===== config.mk =====
export PLATFORM = sky130hd
export DESIGN_NAME = irs_dev_end_flat
export DESIGN_NICKNAME = d
export VERILOG_FILES = /design/src/core/irs_pkg.sv /design/src/core/irs_stream_if.sv /design/src/core/irs_beat_slice.sv /design/src/core/irs_dev_end.sv /design/src/flat_wrapper.sv
export VERILOG_INCLUDE_DIRS = /design/src /design/src/core
export SDC_FILE = /design/constraint.sdc
export NUM_CORES = 1
export LEC_CHECK = 0
export BUFFER_PORTS_ARGS = -buffer_cell sky130_fd_sc_hd__buf_4
export CAP_MARGIN = 30
export CORE_AREA = 2 2 167 169
export DETAILED_ROUTE_END_ITERATION = 7
export DIE_AREA = 0 0 169 171
export PLACE_DENSITY = 0.7
export SKIP_CTS_REPAIR_TIMING = 1
export SYNTH_ARGS = -nofsm -noshare
export SYNTH_HDL_FRONTEND = slang
export SYNTH_SLANG_ARGS = --single-unit

===== constraint.sdc =====
create_clock -name i_core_clk -period 1.75 [get_ports i_core_clk]
set_clock_uncertainty 0.1 [all_clocks]
set_input_delay 0 -clock i_core_clk [delete_from_list [all_inputs] [get_ports i_core_clk]]
set_output_delay 0 -clock i_core_clk [all_outputs]
set_load 0.01 [all_outputs]

===== src/core/irs_defs.svh =====
`ifndef IRS_DEFS_SVH
`define IRS_DEFS_SVH
// stream widths
`define IRS_DATA_W      64
`define IRS_KEEP_W      8
`define IRS_USER_W      32
`define IRS_ID_W        16
`define IRS_CNT_W       4
// sideband layout, header-encoded format
`define IRS_SRC_MSB     31
`define IRS_SRC_LSB     16
`define IRS_DST_MSB     15
`define IRS_DST_LSB     0
`define IRS_ID8_PAD     8'h00
// sideband layout, raw stream format
`define IRS_RAW_USER_W  8
`define IRS_CRF_BIT     1
// qualifier and reset values
`define IRS_KEEP_ALL    8'hFF
`define IRS_CNT_FULL    4'h8
`define IRS_CNT_ZERO    4'h0
`define IRS_USER_ZERO   32'h0000_0000
`define IRS_ID_ZERO     16'h0000
`define IRS_DATA_ZERO   64'h0000_0000_0000_0000
`endif


===== src/core/irs_pkg.sv =====
package irs_pkg;
`include "irs_defs.svh"

  typedef logic [`IRS_DATA_W-1:0] irs_data_t;
  typedef logic [`IRS_KEEP_W-1:0] irs_keep_t;
  typedef logic [`IRS_USER_W-1:0] irs_user_t;
  typedef logic [`IRS_ID_W-1:0]   irs_id_t;
  typedef logic [`IRS_CNT_W-1:0]  irs_cnt_t;

  // port format, chosen by configuration
  typedef enum logic {IRS_FMT_HDR, IRS_FMT_RAW} irs_fmt_e;
  // position within a packet
  typedef enum logic {IRS_FIRST, IRS_BODY} irs_pkt_e;

  // last-beat qualifier: header leads at the top byte, so valid bytes are the upper n; zero or above eight gives all eight
  function automatic irs_keep_t irs_keep_mask(input irs_cnt_t n);
    irs_keep_t m;
    m = `IRS_KEEP_ALL;
    if (n != `IRS_CNT_ZERO && n < `IRS_CNT_FULL)
      m = irs_keep_t'(`IRS_KEEP_ALL << (`IRS_CNT_FULL - n));
    return m;
  endfunction

  // number of qualified bytes in a beat
  function automatic irs_cnt_t irs_keep_count(input irs_keep_t k);
    irs_cnt_t c;
    c = `IRS_CNT_ZERO;
    for (int i = 0; i < `IRS_KEEP_W; i++)
      if (k[i])
        c = c + 4'h1;
    return c;
  endfunction

  // header-encoded sideband: source high, destination low, 8-bit ids zero padded
  function automatic irs_user_t irs_user_hdr(input irs_id_t src, input irs_id_t dst,
                                             input logic id8);
    irs_id_t s;
    irs_id_t d;
    s = id8 ? {`IRS_ID8_PAD, src[7:0]} : src;
    d = id8 ? {`IRS_ID8_PAD, dst[7:0]} : dst;
    return {s, d};
  endfunction

  // raw stream sideband: only the flow flag, every reserved bit zero
  function automatic irs_user_t irs_user_raw(input logic crf);
    irs_user_t u;
    u = `IRS_USER_ZERO;
    u[`IRS_CRF_BIT] = crf;
    return u;
  endfunction
endpackage


===== src/core/irs_stream_if.sv =====
`timescale 1ns/1ps
`include "irs_defs.svh"
// request stream flows user to device, response stream device to user
interface irs_stream_if;
  logic                   ireq_tvalid;
  logic                   ireq_tready;
  logic [`IRS_DATA_W-1:0] ireq_tdata;
  logic [`IRS_KEEP_W-1:0] ireq_tkeep;
  logic                   ireq_tlast;
  logic [`IRS_USER_W-1:0] ireq_tuser;
  logic                   iresp_tvalid;
  logic                   iresp_tready;
  logic [`IRS_DATA_W-1:0] iresp_tdata;
  logic [`IRS_KEEP_W-1:0] iresp_tkeep;
  logic                   iresp_tlast;
  logic [`IRS_USER_W-1:0] iresp_tuser;

  modport dev (
    input  ireq_tvalid, ireq_tdata, ireq_tkeep, ireq_tlast, ireq_tuser, iresp_tready,
    output ireq_tready, iresp_tvalid, iresp_tdata, iresp_tkeep, iresp_tlast, iresp_tuser
  );
  modport usr (
    output ireq_tvalid, ireq_tdata, ireq_tkeep, ireq_tlast, ireq_tuser, iresp_tready,
    input  ireq_tready, iresp_tvalid, iresp_tdata, iresp_tkeep, iresp_tlast, iresp_tuser
  );
endinterface


===== src/core/irs_beat_slice.sv =====
`timescale 1ns/1ps
// one-beat register stage; holds its word until taken
module irs_beat_slice #(
  parameter int W = 8
) (
  input  wire logic         i_core_clk,
  input  wire logic         i_resetn,
  input  wire logic         i_in_valid,
  input  wire logic [W-1:0] i_in_data,
  output logic              o_in_ready,
  output logic              o_out_valid,
  output logic [W-1:0]      o_out_data,
  input  wire logic         i_out_ready
);
  logic         full;
  logic         next_full;
  logic [W-1:0] word;
  logic [W-1:0] next_word;

  if (W < 1)
    $error("irs_beat_slice: W must be at least 1");

  // accept when empty or draining; no bypass, so the ready path stays one gate deep
  always_comb
  begin
    o_in_ready = !full || i_out_ready;
    next_full  = full;
    next_word  = word;
    if (full && i_out_ready)
      next_full = 1'b0;
    if (i_in_valid && o_in_ready)
    begin
      next_full = 1'b1;
      next_word = i_in_data;
    end
  end

  always_ff @(posedge i_core_clk or negedge i_resetn)
  begin
    if (!i_resetn)
    begin
      full <= 1'b0;
      word <= '0;
    end
    else
    begin
      full <= next_full;
      word <= next_word;
    end
  end

  assign o_out_valid = full;
  assign o_out_data  = word;
endmodule


===== src/core/irs_dev_end.sv =====
`timescale 1ns/1ps
`include "irs_defs.svh"
// Overview of operation
// - first-beat sideband: source high, destination low
// - 8-bit ids padded with zero upper bytes
// - raw format: 8-bit sideband, bit 1 requests flow
// - flow bit zero when flow support disabled (requests only; raw responses still echo i_rsp_crf)
// - raw response bit 1 echoes packet flow flag
// - other raw sideband bits reserved, no meaning
// - sideband meaningful only on first packet beat
// - header format: response qualifiers all high
// - raw format: all high except last beat
// - qualifier bit n covers data byte n
// - beat taken only when ready and valid
// - last marker only on final packet beat
// - 64-bit response data: header then payload
// - raw request qualifiers high except final beat
// - valid raised whenever a beat is held
module irs_dev_end (
  input  wire logic         i_core_clk,
  input  wire logic         i_resetn,
  irs_stream_if.dev         bus,
  input  wire logic         i_fmt_raw,
  input  wire logic         i_id8,
  output logic              o_req_valid,
  output irs_pkg::irs_data_t o_req_data,
  output logic              o_req_last,
  output irs_pkg::irs_cnt_t o_req_nbytes,
  output irs_pkg::irs_id_t  o_req_src_id,
  output irs_pkg::irs_id_t  o_req_dst_id,
  output logic              o_req_crf,
  output logic              o_req_keep_err,
  input  wire logic         i_req_ready,
  input  wire logic         i_rsp_valid,
  input  wire irs_pkg::irs_data_t i_rsp_data,
  input  wire logic         i_rsp_last,
  input  wire irs_pkg::irs_cnt_t i_rsp_nbytes,
  input  wire irs_pkg::irs_id_t  i_rsp_src_id,
  input  wire irs_pkg::irs_id_t  i_rsp_dst_id,
  input  wire logic         i_rsp_crf,
  output logic              o_rsp_ready
);
  import irs_pkg::*;

  localparam int REQ_W = `IRS_DATA_W + 1 + `IRS_CNT_W + 2 * `IRS_ID_W + 2;
  localparam int RSP_W = `IRS_DATA_W + `IRS_KEEP_W + 1 + `IRS_USER_W;

  irs_fmt_e         fmt;
  irs_fmt_e         next_fmt;
  irs_pkt_e         rq_state;
  irs_pkt_e         next_rq_state;
  irs_pkt_e         rs_state;
  irs_pkt_e         next_rs_state;
  irs_id_t          rq_src;
  irs_id_t          next_rq_src;
  irs_id_t          rq_dst;
  irs_id_t          next_rq_dst;
  logic             rq_crf;
  logic             next_rq_crf;
  logic             rq_take;
  logic             rs_take;
  irs_id_t          cur_src;
  irs_id_t          cur_dst;
  logic             cur_crf;
  logic             cur_err;
  logic [REQ_W-1:0] rq_word;
  logic [REQ_W-1:0] rq_out;
  irs_keep_t        rs_keep;
  irs_user_t        rs_user;
  logic [RSP_W-1:0] rs_word;
  logic [RSP_W-1:0] rs_out;

  // request handshake: a beat counts only with valid and ready together
  assign rq_take = bus.ireq_tvalid && bus.ireq_tready;
  assign rs_take = i_rsp_valid && o_rsp_ready;

  // decode the request sideband; later beats reuse what the first beat gave
  always_comb
  begin
    cur_src = rq_src;
    cur_dst = rq_dst;
    cur_crf = rq_crf;
    if (rq_state == IRS_FIRST)
    begin
      if (fmt == IRS_FMT_HDR)
      begin
        cur_src = bus.ireq_tuser[`IRS_SRC_MSB:`IRS_SRC_LSB];
        cur_dst = bus.ireq_tuser[`IRS_DST_MSB:`IRS_DST_LSB];
        if (i_id8)
        begin
          cur_src = {`IRS_ID8_PAD, cur_src[7:0]};
          cur_dst = {`IRS_ID8_PAD, cur_dst[7:0]};
        end
        cur_crf = 1'b0;
      end
      else
      begin
        // only the flow bit is looked at, the rest is reserved
        cur_src = `IRS_ID_ZERO;
        cur_dst = `IRS_ID_ZERO;
        cur_crf = bus.ireq_tuser[`IRS_CRF_BIT];
      end
    end
  end

  // qualifier check: partial beats are only legal at the end in raw format
  always_comb
  begin
    cur_err = 1'b0;
    if (bus.ireq_tkeep != `IRS_KEEP_ALL)
      cur_err = (fmt == IRS_FMT_HDR) || !bus.ireq_tlast;
  end

  // request packet position and held first-beat fields
  always_comb
  begin
    next_rq_state = rq_state;
    next_rq_src   = rq_src;
    next_rq_dst   = rq_dst;
    next_rq_crf   = rq_crf;
    if (rq_take)
    begin
      next_rq_src = cur_src;
      next_rq_dst = cur_dst;
      next_rq_crf = cur_crf;
      case (rq_state)
        IRS_FIRST: next_rq_state = bus.ireq_tlast ? IRS_FIRST : IRS_BODY;
        IRS_BODY:  next_rq_state = bus.ireq_tlast ? IRS_FIRST : IRS_BODY;
        default:   next_rq_state = IRS_FIRST;
      endcase
    end
  end

  // response packet position
  always_comb
  begin
    next_rs_state = rs_state;
    if (rs_take)
    begin
      case (rs_state)
        IRS_FIRST: next_rs_state = i_rsp_last ? IRS_FIRST : IRS_BODY;
        IRS_BODY:  next_rs_state = i_rsp_last ? IRS_FIRST : IRS_BODY;
        default:   next_rs_state = IRS_FIRST;
      endcase
    end
  end

  // format reloads only between packets on both streams; a change mid-packet waits
  always_comb
  begin
    next_fmt = fmt;
    if (rq_state == IRS_FIRST && rs_state == IRS_FIRST && !rq_take && !rs_take)
      next_fmt = i_fmt_raw ? IRS_FMT_RAW : IRS_FMT_HDR;
  end

  always_ff @(posedge i_core_clk or negedge i_resetn)
  begin
    if (!i_resetn)
    begin
      fmt      <= IRS_FMT_HDR;
      rq_state <= IRS_FIRST;
      rs_state <= IRS_FIRST;
      rq_src   <= `IRS_ID_ZERO;
      rq_dst   <= `IRS_ID_ZERO;
      rq_crf   <= 1'b0;
    end
    else
    begin
      fmt      <= next_fmt;
      rq_state <= next_rq_state;
      rs_state <= next_rs_state;
      rq_src   <= next_rq_src;
      rq_dst   <= next_rq_dst;
      rq_crf   <= next_rq_crf;
    end
  end

  // request beat toward the layer, registered
  assign rq_word = {bus.ireq_tdata, bus.ireq_tlast, irs_keep_count(bus.ireq_tkeep),
                    cur_src, cur_dst, cur_crf, cur_err};

  irs_beat_slice #(
    .W (REQ_W)
  ) u_req_slice (
    .i_core_clk  (i_core_clk),
    .i_resetn    (i_resetn),
    .i_in_valid  (bus.ireq_tvalid),
    .i_in_data   (rq_word),
    .o_in_ready  (bus.ireq_tready),
    .o_out_valid (o_req_valid),
    .o_out_data  (rq_out),
    .i_out_ready (i_req_ready)
  );

  assign {o_req_data, o_req_last, o_req_nbytes, o_req_src_id, o_req_dst_id,
          o_req_crf, o_req_keep_err} = rq_out;

  // response qualifiers: full except the tail of a raw packet
  always_comb
  begin
    rs_keep = `IRS_KEEP_ALL;
    if (fmt == IRS_FMT_RAW && i_rsp_last)
      rs_keep = irs_keep_mask(i_rsp_nbytes);
  end

  // response sideband carries content on the first beat only, zero afterwards
  always_comb
  begin
    rs_user = `IRS_USER_ZERO;
    if (rs_state == IRS_FIRST)
    begin
      if (fmt == IRS_FMT_HDR)
        rs_user = irs_user_hdr(i_rsp_src_id, i_rsp_dst_id, i_id8);
      else
        rs_user = irs_user_raw(i_rsp_crf);
    end
  end

  assign rs_word = {i_rsp_data, rs_keep, i_rsp_last, rs_user};

  // the slice holds the beat stable and valid until the consumer takes it
  irs_beat_slice #(
    .W (RSP_W)
  ) u_rsp_slice (
    .i_core_clk  (i_core_clk),
    .i_resetn    (i_resetn),
    .i_in_valid  (i_rsp_valid),
    .i_in_data   (rs_word),
    .o_in_ready  (o_rsp_ready),
    .o_out_valid (bus.iresp_tvalid),
    .o_out_data  (rs_out),
    .i_out_ready (bus.iresp_tready)
  );

  assign {bus.iresp_tdata, bus.iresp_tkeep, bus.iresp_tlast, bus.iresp_tuser} = rs_out;
endmodule


===== src/flat_wrapper.sv =====
// flat-port wrapper written by rule: the top's interface ports become plain ports
module irs_dev_end_flat import irs_pkg::*;
  (i_core_clk, i_resetn, i_fmt_raw, i_id8, o_req_valid, o_req_data, o_req_last, o_req_nbytes, o_req_src_id, o_req_dst_id, o_req_crf, o_req_keep_err, i_req_ready, i_rsp_valid, i_rsp_data, i_rsp_last, i_rsp_nbytes, i_rsp_src_id, i_rsp_dst_id, i_rsp_crf, o_rsp_ready, bus_ireq_tvalid, bus_ireq_tdata, bus_ireq_tkeep, bus_ireq_tlast, bus_ireq_tuser, bus_iresp_tready, bus_ireq_tready, bus_iresp_tvalid, bus_iresp_tdata, bus_iresp_tkeep, bus_iresp_tlast, bus_iresp_tuser);
  irs_stream_if bus_i ();
  input  wire logic i_core_clk;
  input  wire logic i_resetn;
  input  wire logic i_fmt_raw;
  input  wire logic i_id8;
  output logic o_req_valid;
  output irs_pkg::irs_data_t o_req_data;
  output logic o_req_last;
  output irs_pkg::irs_cnt_t o_req_nbytes;
  output irs_pkg::irs_id_t o_req_src_id;
  output irs_pkg::irs_id_t o_req_dst_id;
  output logic o_req_crf;
  output logic o_req_keep_err;
  input  wire logic i_req_ready;
  input  wire logic i_rsp_valid;
  input  wire irs_pkg::irs_data_t i_rsp_data;
  input  wire logic i_rsp_last;
  input  wire irs_pkg::irs_cnt_t i_rsp_nbytes;
  input  wire irs_pkg::irs_id_t i_rsp_src_id;
  input  wire irs_pkg::irs_id_t i_rsp_dst_id;
  input  wire logic i_rsp_crf;
  output logic o_rsp_ready;
  input wire logic [$bits(bus_i.ireq_tvalid)-1:0] bus_ireq_tvalid;
  input wire logic [$bits(bus_i.ireq_tdata)-1:0] bus_ireq_tdata;
  input wire logic [$bits(bus_i.ireq_tkeep)-1:0] bus_ireq_tkeep;
  input wire logic [$bits(bus_i.ireq_tlast)-1:0] bus_ireq_tlast;
  input wire logic [$bits(bus_i.ireq_tuser)-1:0] bus_ireq_tuser;
  input wire logic [$bits(bus_i.iresp_tready)-1:0] bus_iresp_tready;
  output wire logic [$bits(bus_i.ireq_tready)-1:0] bus_ireq_tready;
  output wire logic [$bits(bus_i.iresp_tvalid)-1:0] bus_iresp_tvalid;
  output wire logic [$bits(bus_i.iresp_tdata)-1:0] bus_iresp_tdata;
  output wire logic [$bits(bus_i.iresp_tkeep)-1:0] bus_iresp_tkeep;
  output wire logic [$bits(bus_i.iresp_tlast)-1:0] bus_iresp_tlast;
  output wire logic [$bits(bus_i.iresp_tuser)-1:0] bus_iresp_tuser;
  assign bus_i.ireq_tvalid = bus_ireq_tvalid;
  assign bus_i.ireq_tdata = bus_ireq_tdata;
  assign bus_i.ireq_tkeep = bus_ireq_tkeep;
  assign bus_i.ireq_tlast = bus_ireq_tlast;
  assign bus_i.ireq_tuser = bus_ireq_tuser;
  assign bus_i.iresp_tready = bus_iresp_tready;
  assign bus_ireq_tready = bus_i.ireq_tready;
  assign bus_iresp_tvalid = bus_i.iresp_tvalid;
  assign bus_iresp_tdata = bus_i.iresp_tdata;
  assign bus_iresp_tkeep = bus_i.iresp_tkeep;
  assign bus_iresp_tlast = bus_i.iresp_tlast;
  assign bus_iresp_tuser = bus_i.iresp_tuser;
  irs_dev_end u_core (.i_core_clk(i_core_clk), .i_resetn(i_resetn), .bus(bus_i), .i_fmt_raw(i_fmt_raw), .i_id8(i_id8), .o_req_valid(o_req_valid), .o_req_data(o_req_data), .o_req_last(o_req_last), .o_req_nbytes(o_req_nbytes), .o_req_src_id(o_req_src_id), .o_req_dst_id(o_req_dst_id), .o_req_crf(o_req_crf), .o_req_keep_err(o_req_keep_err), .i_req_ready(i_req_ready), .i_rsp_valid(i_rsp_valid), .i_rsp_data(i_rsp_data), .i_rsp_last(i_rsp_last), .i_rsp_nbytes(i_rsp_nbytes), .i_rsp_src_id(i_rsp_src_id), .i_rsp_dst_id(i_rsp_dst_id), .i_rsp_crf(i_rsp_crf), .o_rsp_ready(o_rsp_ready));
endmodule

==> results of run 1 <==
power breakdown:
group,internal (W),leakage (nW),switching (W),total (W)
Sequential,0.00566,2.66,0.000464,0.00613
Combinational,0.00232,5.40,0.00212,0.00443
Clock,0.00310,0.408,0.00207,0.00517
Total,0.0111,8.47,0.00465,0.0157
through the flow:
step	hold WS, ns	util
floorplan	-0.396	-
global placement	-0.123	0.470
detailed placement	-0.125	0.471
CTS	-0.675	0.501
global route	0.0368	0.584
finish	-0.0163	0.584
flip-flops by register name, summed over array words and instances, names as in the netlist:
name                            cells
u_core.rq_state                     1
u_core.u_req_slice.o_out_data     103
u_core.u_rsp_slice.o_out_data     105
u_core.fmt                          1
u_core.u_rsp_slice.o_out_valid      1
u_core.u_req_slice.o_out_valid      1
u_core.rs_state                     1
final timing paths:
path                       slack (ns)                                 to                         startpoint  cells after the start
min reg2reg                      0.37  u_core.u_req_slice.o_out_data[18]  u_core.u_req_slice.o_out_data[18]                      2
max in group asynchronous        0.48  u_core.u_rsp_slice.o_out_data[68]                           i_resetn                      4
max                             -0.73  u_core.u_req_slice.o_out_data[37]                  bus_ireq_tkeep[0]                     18
min                             -0.02  u_core.u_req_slice.o_out_data[35]                  bus_ireq_tkeep[6]                      5
min in group asynchronous        0.46  u_core.u_rsp_slice.o_out_data[98]                           i_resetn                      3
max reg2reg                      0.15  u_core.u_rsp_slice.o_out_data[34]                         u_core.fmt                      6
cells in the mapped netlist (all sizes together):
| master | number | area, µm² |
|---|---|---|
| nand2 | 505 | 1900 |
| dfrtp | 213 | 5330 |
| clkbuf | 46 | 173 |
| nand3 | 42 | 210 |
| nand3b | 18 | 135 |
| a22o | 17 | 149 |
| inv | 13 | 48.8 |
| nor2 | 13 | 48.8 |
| ha | 11 | 138 |
| a21oi | 10 | 50.1 |
| nand2b | 10 | 62.6 |
| buf | 8 | 38.8 |
| nor2b | 7 | 43.8 |
| a31oi | 6 | 37.5 |
| o21ai | 6 | 30.0 |
| xnor2 | 6 | 78.8 |
| and2 | 4 | 25.0 |
| mux2i | 4 | 40.0 |
| nor4 | 4 | 25.0 |
| xor2 | 4 | 42.6 |
| a211o | 3 | 26.3 |
| a21o | 3 | 22.5 |
| o31ai | 3 | 22.5 |
| a211oi | 2 | 15.0 |
| o211ai | 2 | 15.0 |
| o311a | 2 | 20.0 |
| o311ai | 2 | 17.5 |
| xnor3 | 2 | 46.3 |
| a41oi | 1 | 8.76 |
| and4 | 1 | 8.76 |
| mux2 | 1 | 11.3 |
| nor3 | 1 | 5.00 |
| nor4b | 1 | 8.76 |
| o2111a | 1 | 11.3 |
| o2111ai | 1 | 8.76 |
| or2 | 1 | 6.26 |
| or3b | 1 | 8.76 |
cell type report:
cell class	count	area, µm²
Clock buffer	40	754
Clock inverter	8	65.1
Fill cell	2199	11400
Inverter	13	66.3
Multi-Input combinational cell	695	3440
Sequential cell	213	5330
Tap cell	346	433
Timing Repair Buffer	693	5860
critical path, delay by kind of cell:
kind | cells | cell delay, ns
buffers and inverters | 3 | 0.20
muxes | 1 | 0.07
and+or+nand+nor | 3 | 0.40
AOI/OAI and AO/OA | 5 | 0.86
xor gates and xnor gates | 3 | 0.55
adders and majority gates | 3 | 0.73
layout by cell type, fill, tap and decap left out, drive strengths merged, types with 3 or more instances in the layout:
cell type / Yosys / routed
dlygate4sd3: 0 / 212
a21o: 3 / 3
a31oi: 6 / 6
dfrtp: 213 / 213
a22o: 17 / 17
nand3b: 18 / 18
o31ai: 3 / 3
inv: 13 / 13
clkinv: 0 / 7
and2: 4 / 4
nor2b: 7 / 7
nor4: 4 / 4
nand3: 42 / 42
xor2: 4 / 4
clkbuf: 46 / 40
o21ai: 6 / 6
mux2i: 4 / 4
nor2: 13 / 13
a211o: 3 / 3
nand2: 505 / 505
a21oi: 10 / 10
xnor2: 6 / 6
nand2b: 10 / 10
buf: 8 / 481
ha: 11 / 11
cell families after synthesis:
| group | count (synthesis) | synth area share |
|---|---|---|
| XOR/XNOR | 12 | 0.0189 |
| adder cells (fa/ha/maj) | 11 | 0.0155 |
| AND/OR/NAND/NOR | 608 | 0.280 |
| multiplexers | 5 | 0.00579 |
| buffers and inverters | 67 | 0.0294 |
| flip-flops | 213 | 0.601 |
| AO/OA/AOI/OAI | 59 | 0.0490 |
per-layer routing:
metal	vias to the layer above	global-route usage	routed length, µm
li1	4433	-	-
met1	4499	0.221	12700
met2	398	0.331	16800
met3	71	0.0578	2610
met4	2	0.0476	806
met5	-	0	13
==> impl_metrics.yaml, run 1 <==
drt:
  ant_nets: 0
  routed-via-count: 9403
  vias_per_cell: 4.68
  drt_wl_total_mm: 33.0
  firstDrtPassIters: 5
  wl_per_cell_um: 16.4
  drc: 0
  drt_iter0_drc: 485
placed_design:
  dp.cells: 1743
  placed_area_mm2: 0.0129
  hpwl_mm: 21.2
  gp_congestion: 0.828
  preCtsSetupSlack_ns: -1.53
  port_buffers: 426
synthesis:
  avgSynthCellArea_um2: 9.09
  synth_nets: 1201
  seq_area_frac_synth: 0.601
  synthCells: 975
  syn-cell-area_mm2: 0.00886
  ys_types: 45
  yosysWarnings: 0
  ys_ff_latch: 213
clock_tree:
  htree_levels: 1
  cts_buffer_depth: 3
  cts_tree: "done"
  clk_pin_slew_ns: 0.06
  cts_root_buffer: "clkbuf_16"
  cts_sinks: 213
  clk_latency_ns: 0.51
  cts_buffers: 26
outcome:
  violations: "negative hold slack, negative setup slack"
  outcome: "finished with violations"
pwr:
  ir_drop_uv: 720
  finalPower_w: 0.0157
  power.density_mw_per_mm2: 986
  leakage_nw: 8.47
setup_path:
  critPathSlowestCell: "ha_4"
  cp_cell_sequence: "buf_8 -> inv_6 -> ha_4 -> xnor2_4 -> inv_2 -> ha_4 -> mux2i_2 -> xor2_1 -> a211oi_2 -> nand3_1 -> o21ai_2 -> ha_4 -> nand2_2 -> xnor2_2 -> a21oi_2 -> nand3b_1 -> a211o_1 -> a31oi_1"
  crit_arrival_ns: 2.81
  end_kind: "flop"
  cp_common_cell: "ha_4"
  worstPathRequired_ns: 2.08
  crit_type: "input pin to flop"
  critPathMaxStageDelay_ns: 0.30
  path_max_fanout: 4
  worstSetupStartpointType: "input pin"
floorplanning:
  die-width_um: 169
  io_pins: 427
  core_mm2: 0.0273
  die-area_mm2: 0.0289
  die_h_um: 171
  initial_core_util: 0.324
  rows: 61
sta:
  final.min_clock_period_ns: 2.48
  whs_ns: -0.0163
  finalCritPeriodShare: 1.42
  max_freq_mhz: 403
  finalSetupViolCount: 3
  max_slew_margin: 0.593
  tightest_slew_ns: 0.610
  finalSetupTns_ns: -2.14
  hold_viol: 1
  rsz0062_at_grt: "yes"
  finalMaxSlewViolations: 0
  setup_ws_ns: -0.732
grt:
  grt_max_degree: 54
  grt_antenna_before_repair: 1
  grt_pass1_wl_mm: 43.5
  overflow: 0
  grt.total_usage: 0.187
  grt_pass1_vias: 8395
min_path:
  min_path_type: "input pin to flop"
finish:
  stdcell_count: 2008
  antenna_cells: 0
  fin_area_mm2: 0.0160
  fin_nets: 1868
  area_growth_pct: 80.0
  drive_gt1_frac: 0.335
flow_run:
  drv_cap: 0
Note: power is estimated with default switching activity, not from simulation.
==> inputs of run 2 (changes only) <==
- CORE_AREA: 2 2 167 169 -> unset
- CORE_ASPECT_RATIO: unset -> 0.8
- CORE_MARGIN: unset -> 2
- CORE_UTILIZATION: unset -> 45
- DIE_AREA: 0 0 169 171 -> unset
- PLACE_DENSITY: 0.7 -> 0.82
- SYNTH_HIERARCHICAL: unset -> 1
==> impl_metrics.yaml, run 2 <==
outcome:
  outcome: "finished with violations"
  violations: "negative setup slack"
synthesis:
  ys_async_sr_fraction: 1.00
  synth_ff_type: "dfrtp_1"
  synth_top_area_share: 0.561
  yosys-top-cells-area: "dfrtp_1, mux2_4, mux2_2"
  seq_area_frac_synth: 0.561
  synth.largest_area_cell: "dfrtp_1"
  synth.most_common_cell: "dfrtp_1"
  synthXorXnorAreaFrac: 0.0137
  synthCells: 712
  syn-cell-area_mm2: 0.0110
  synth_edf_count: 0
  yosysWarnings: 6
  synth_top_family_by_area: "multiplexers"
  synthSimpleGateAreaFrac: 0.0465
  synth_fa_ha_area_frac: 0.0137
  synth_compound_area_frac: 0.0408
  synthTopCellsByCount: "dfrtp_1, mux2_2, mux2_4"
  avgSynthCellArea_um2: 15.4
  yosys-mux-area-fraction: 0.294
  ys_ff_latch: 246
  ys_types: 44
  synth_nets: 939
clock_tree:
  htree_levels: 1
  cts_buffers: 26
  cts_sinks: 246
  cts_buffer_depth: 3
  cts_tree: "done"
  cts_root_buffer: "clkbuf_16"
  clk_pin_slew_ns: 0.07
  clk_latency_ns: 0.52
finish:
  fin_nets: 1627
  area_growth_pct: 65.6
  fin_util: 0.754
  final_common_cell: "buf_4"
  fillers: 1387
  drive_gt1_frac: 0.570
  largest_register_ffs: 105
  final_cell_mix: "buf_4, dfrtp_1, dlygate4sd3_1, mux2_2, mux2_4"
grt:
  grt_pass1_vias: 7965
  grt_max_degree: 57
  grt_pass1_wl_mm: 45.4
  overflow: 0
  grt_antenna_before_repair: 1
  grt.total_usage: 0.229
setup_path:
  critPathSlowestCell: "ha_1"
  crit_arrival_ns: 3.25
  path_max_fanout: 3
  worstPathRequired_ns: 2.06
  end_kind: "flop"
  cp_common_cell: "ha_4"
  worstSetupStartpointType: "input pin"
  cp_cell_sequence: "buf_12 -> inv_12 -> ha_4 -> mux2i_1 -> xor2_1 -> a21oi_1 -> ha_1 -> nand2b_4 -> o311ai_4 -> a21oi_1 -> and3b_2 -> or2_4 -> ha_4 -> or2b_1 -> o31a_1 -> ha_4 -> mux2_4 -> mux2_4"
  crit_type: "input pin to flop"
  critPathMaxStageDelay_ns: 0.30
sta:
  tightest_slew_ns: 0.540
  final.min_clock_period_ns: 2.94
  finalMaxSlewViolations: 0
  hold_viol: 0
  max_freq_mhz: 340
  finalSetupViolCount: 4
  rsz0062_at_grt: "yes"
  finalCritPeriodShare: 1.68
  setup_ws_ns: -1.19
  max_slew_margin: 0.631
  whs_ns: 0.0238
drt:
  ant_nets: 0
  routed-via-count: 9029
  wl_per_cell_um: 22.6
  drc: 0
  firstDrtPassIters: 6
  drt_wl_total_mm: 39.3
  vias_per_cell: 5.19
  drt_iter0_drc: 493
floorplanning:
  die-area_mm2: 0.0257
  initial_core_util: 0.455
  io_pins: 427
  core_mm2: 0.0241
  die-width_um: 179
  rows: 51
  die_h_um: 144
pwr:
  power.density_mw_per_mm2: 1080
  intPower_w: 0.0140
  seqPwrFrac: 0.389
  power_switching_w: 0.00571
  leakage_nw: 9.02
  power_frac_comb: 0.314
  ir_drop_uv: 817
  p_clk_frac: 0.298
  swShare: 0.290
placed_design:
  port_buffers: 426
  hpwl_mm: 22.8
  gp_congestion: 0.908
min_path:
  min_path_type: "input pin to flop"
flow_run:
  drv_cap: 0
[run 2: changes by cell type after synthesis, sizes merged, moves of 5 or more]
cell | before | now
nand3 | 42 | 2
a31oi | 6 | 1
dfrtp | 213 | 246
buf | 8 | 28
nand2 | 505 | 16
a22o | 17 | 32
nand3b | 18 | 1
nor2b | 7 | 2
clkbuf | 46 | 11
and2 | 4 | 35
mux2 | 1 | 243
[run 2: path summary, 6_finish.rpt]
| kind | startpoint | endpoint | slack (ns) | depth (start not counted) |
|---|---|---|---|---|
| min in group asynchronous | i_resetn | u_core/u_rsp_slice/o_out_data[75] | 0.44 | 3 |
| setup reg to reg | u_core/fmt | u_core/u_rsp_slice/o_out_data[37] | 0.07 | 6 |
| hold / removal | i_id8 | u_core/u_rsp_slice/o_out_data[30] | 0.02 | 4 |
| hold reg to reg | u_core/u_rsp_slice/o_out_data[9] | u_core/u_rsp_slice/o_out_data[9] | 0.41 | 1 |
| setup / recovery | bus_ireq_tkeep[1] | u_core/u_req_slice/o_out_data[35] | -1.19 | 18 |
| max in group asynchronous | i_resetn | u_core/u_rsp_slice/o_out_data[29] | 0.40 | 4 |
[run 2: cell families after synthesis]
group                      Yosys count
AOI/OAI and AO/OA                   58
xor gates and xnor gates            15
adders and majority gates           12
buffers and inverters               49
DFF                                246
muxes                              247
and+or+nand+nor                     85
[run 2: area by class of cell]
| class | count | area, µm² | area share |
|---|---|---|---|
| Multi-Input combinational cell | 417 | 4700 | 0.259 |
| Antenna cell | 2 | 5.00 | 0.000275 |
| Tap cell | 318 | 398 | 0.0219 |
| Inverter | 10 | 52.6 | 0.00289 |
| Clock buffer | 38 | 767 | 0.0422 |
| Timing Repair Buffer | 699 | 5970 | 0.328 |
| Sequential cell | 246 | 6160 | 0.339 |
| Clock inverter | 10 | 129 | 0.00709 |
[run 2: power groups by stage]
stage                     clock network [W]  registers [W]  logic (W)
after floorplan                           0        0.00792    0.00240
after global placement                    0        0.00755    0.00538
after detailed placement                  0        0.00763    0.00550
after CTS                           0.00589        0.00755    0.00554
after global routing                0.00617        0.00776    0.00649
final                               0.00586        0.00765    0.00617
[run 2: critical path: cells and delay by family]
kind | cells | cell delay [ns]
and+or+nand+nor | 4 | 0.84
AOI/OAI and AO/OA | 4 | 0.49
buffers and inverters | 2 | 0.14
muxes | 3 | 0.69
xor gates and xnor gates | 1 | 0.20
adders and majority gates | 4 | 0.89
[run 2: through the flow]
| stage | instances | cell area (µm²) | setup slack [ns] | TNS, ns | total power, W |
|---|---|---|---|---|---|
| after floorplan | 712 | 11100 | -1.58 | -4.50 | 0.0103 |
| after global placement | 1476 | 15000 | -1.81 | -11.78 | 0.0129 |
| after detailed placement | 1477 | 15000 | -1.87 | -6.92 | 0.0131 |
| after CTS | 1525 | 15900 | -1.32 | -5.38 | 0.0190 |
| after global routing | 1739 | 18200 | -1.35 | -3.71 | 0.0204 |
| final | 1740 | 18200 | -1.19 | -3.19 | 0.0197 |
[run 2: per-layer routing]
metal,part of all wire,track usage
met3,0.066,0.0638
met5,0,0
met2,0.52,0.407
met1,0.37,0.268
met4,0.040,0.0753
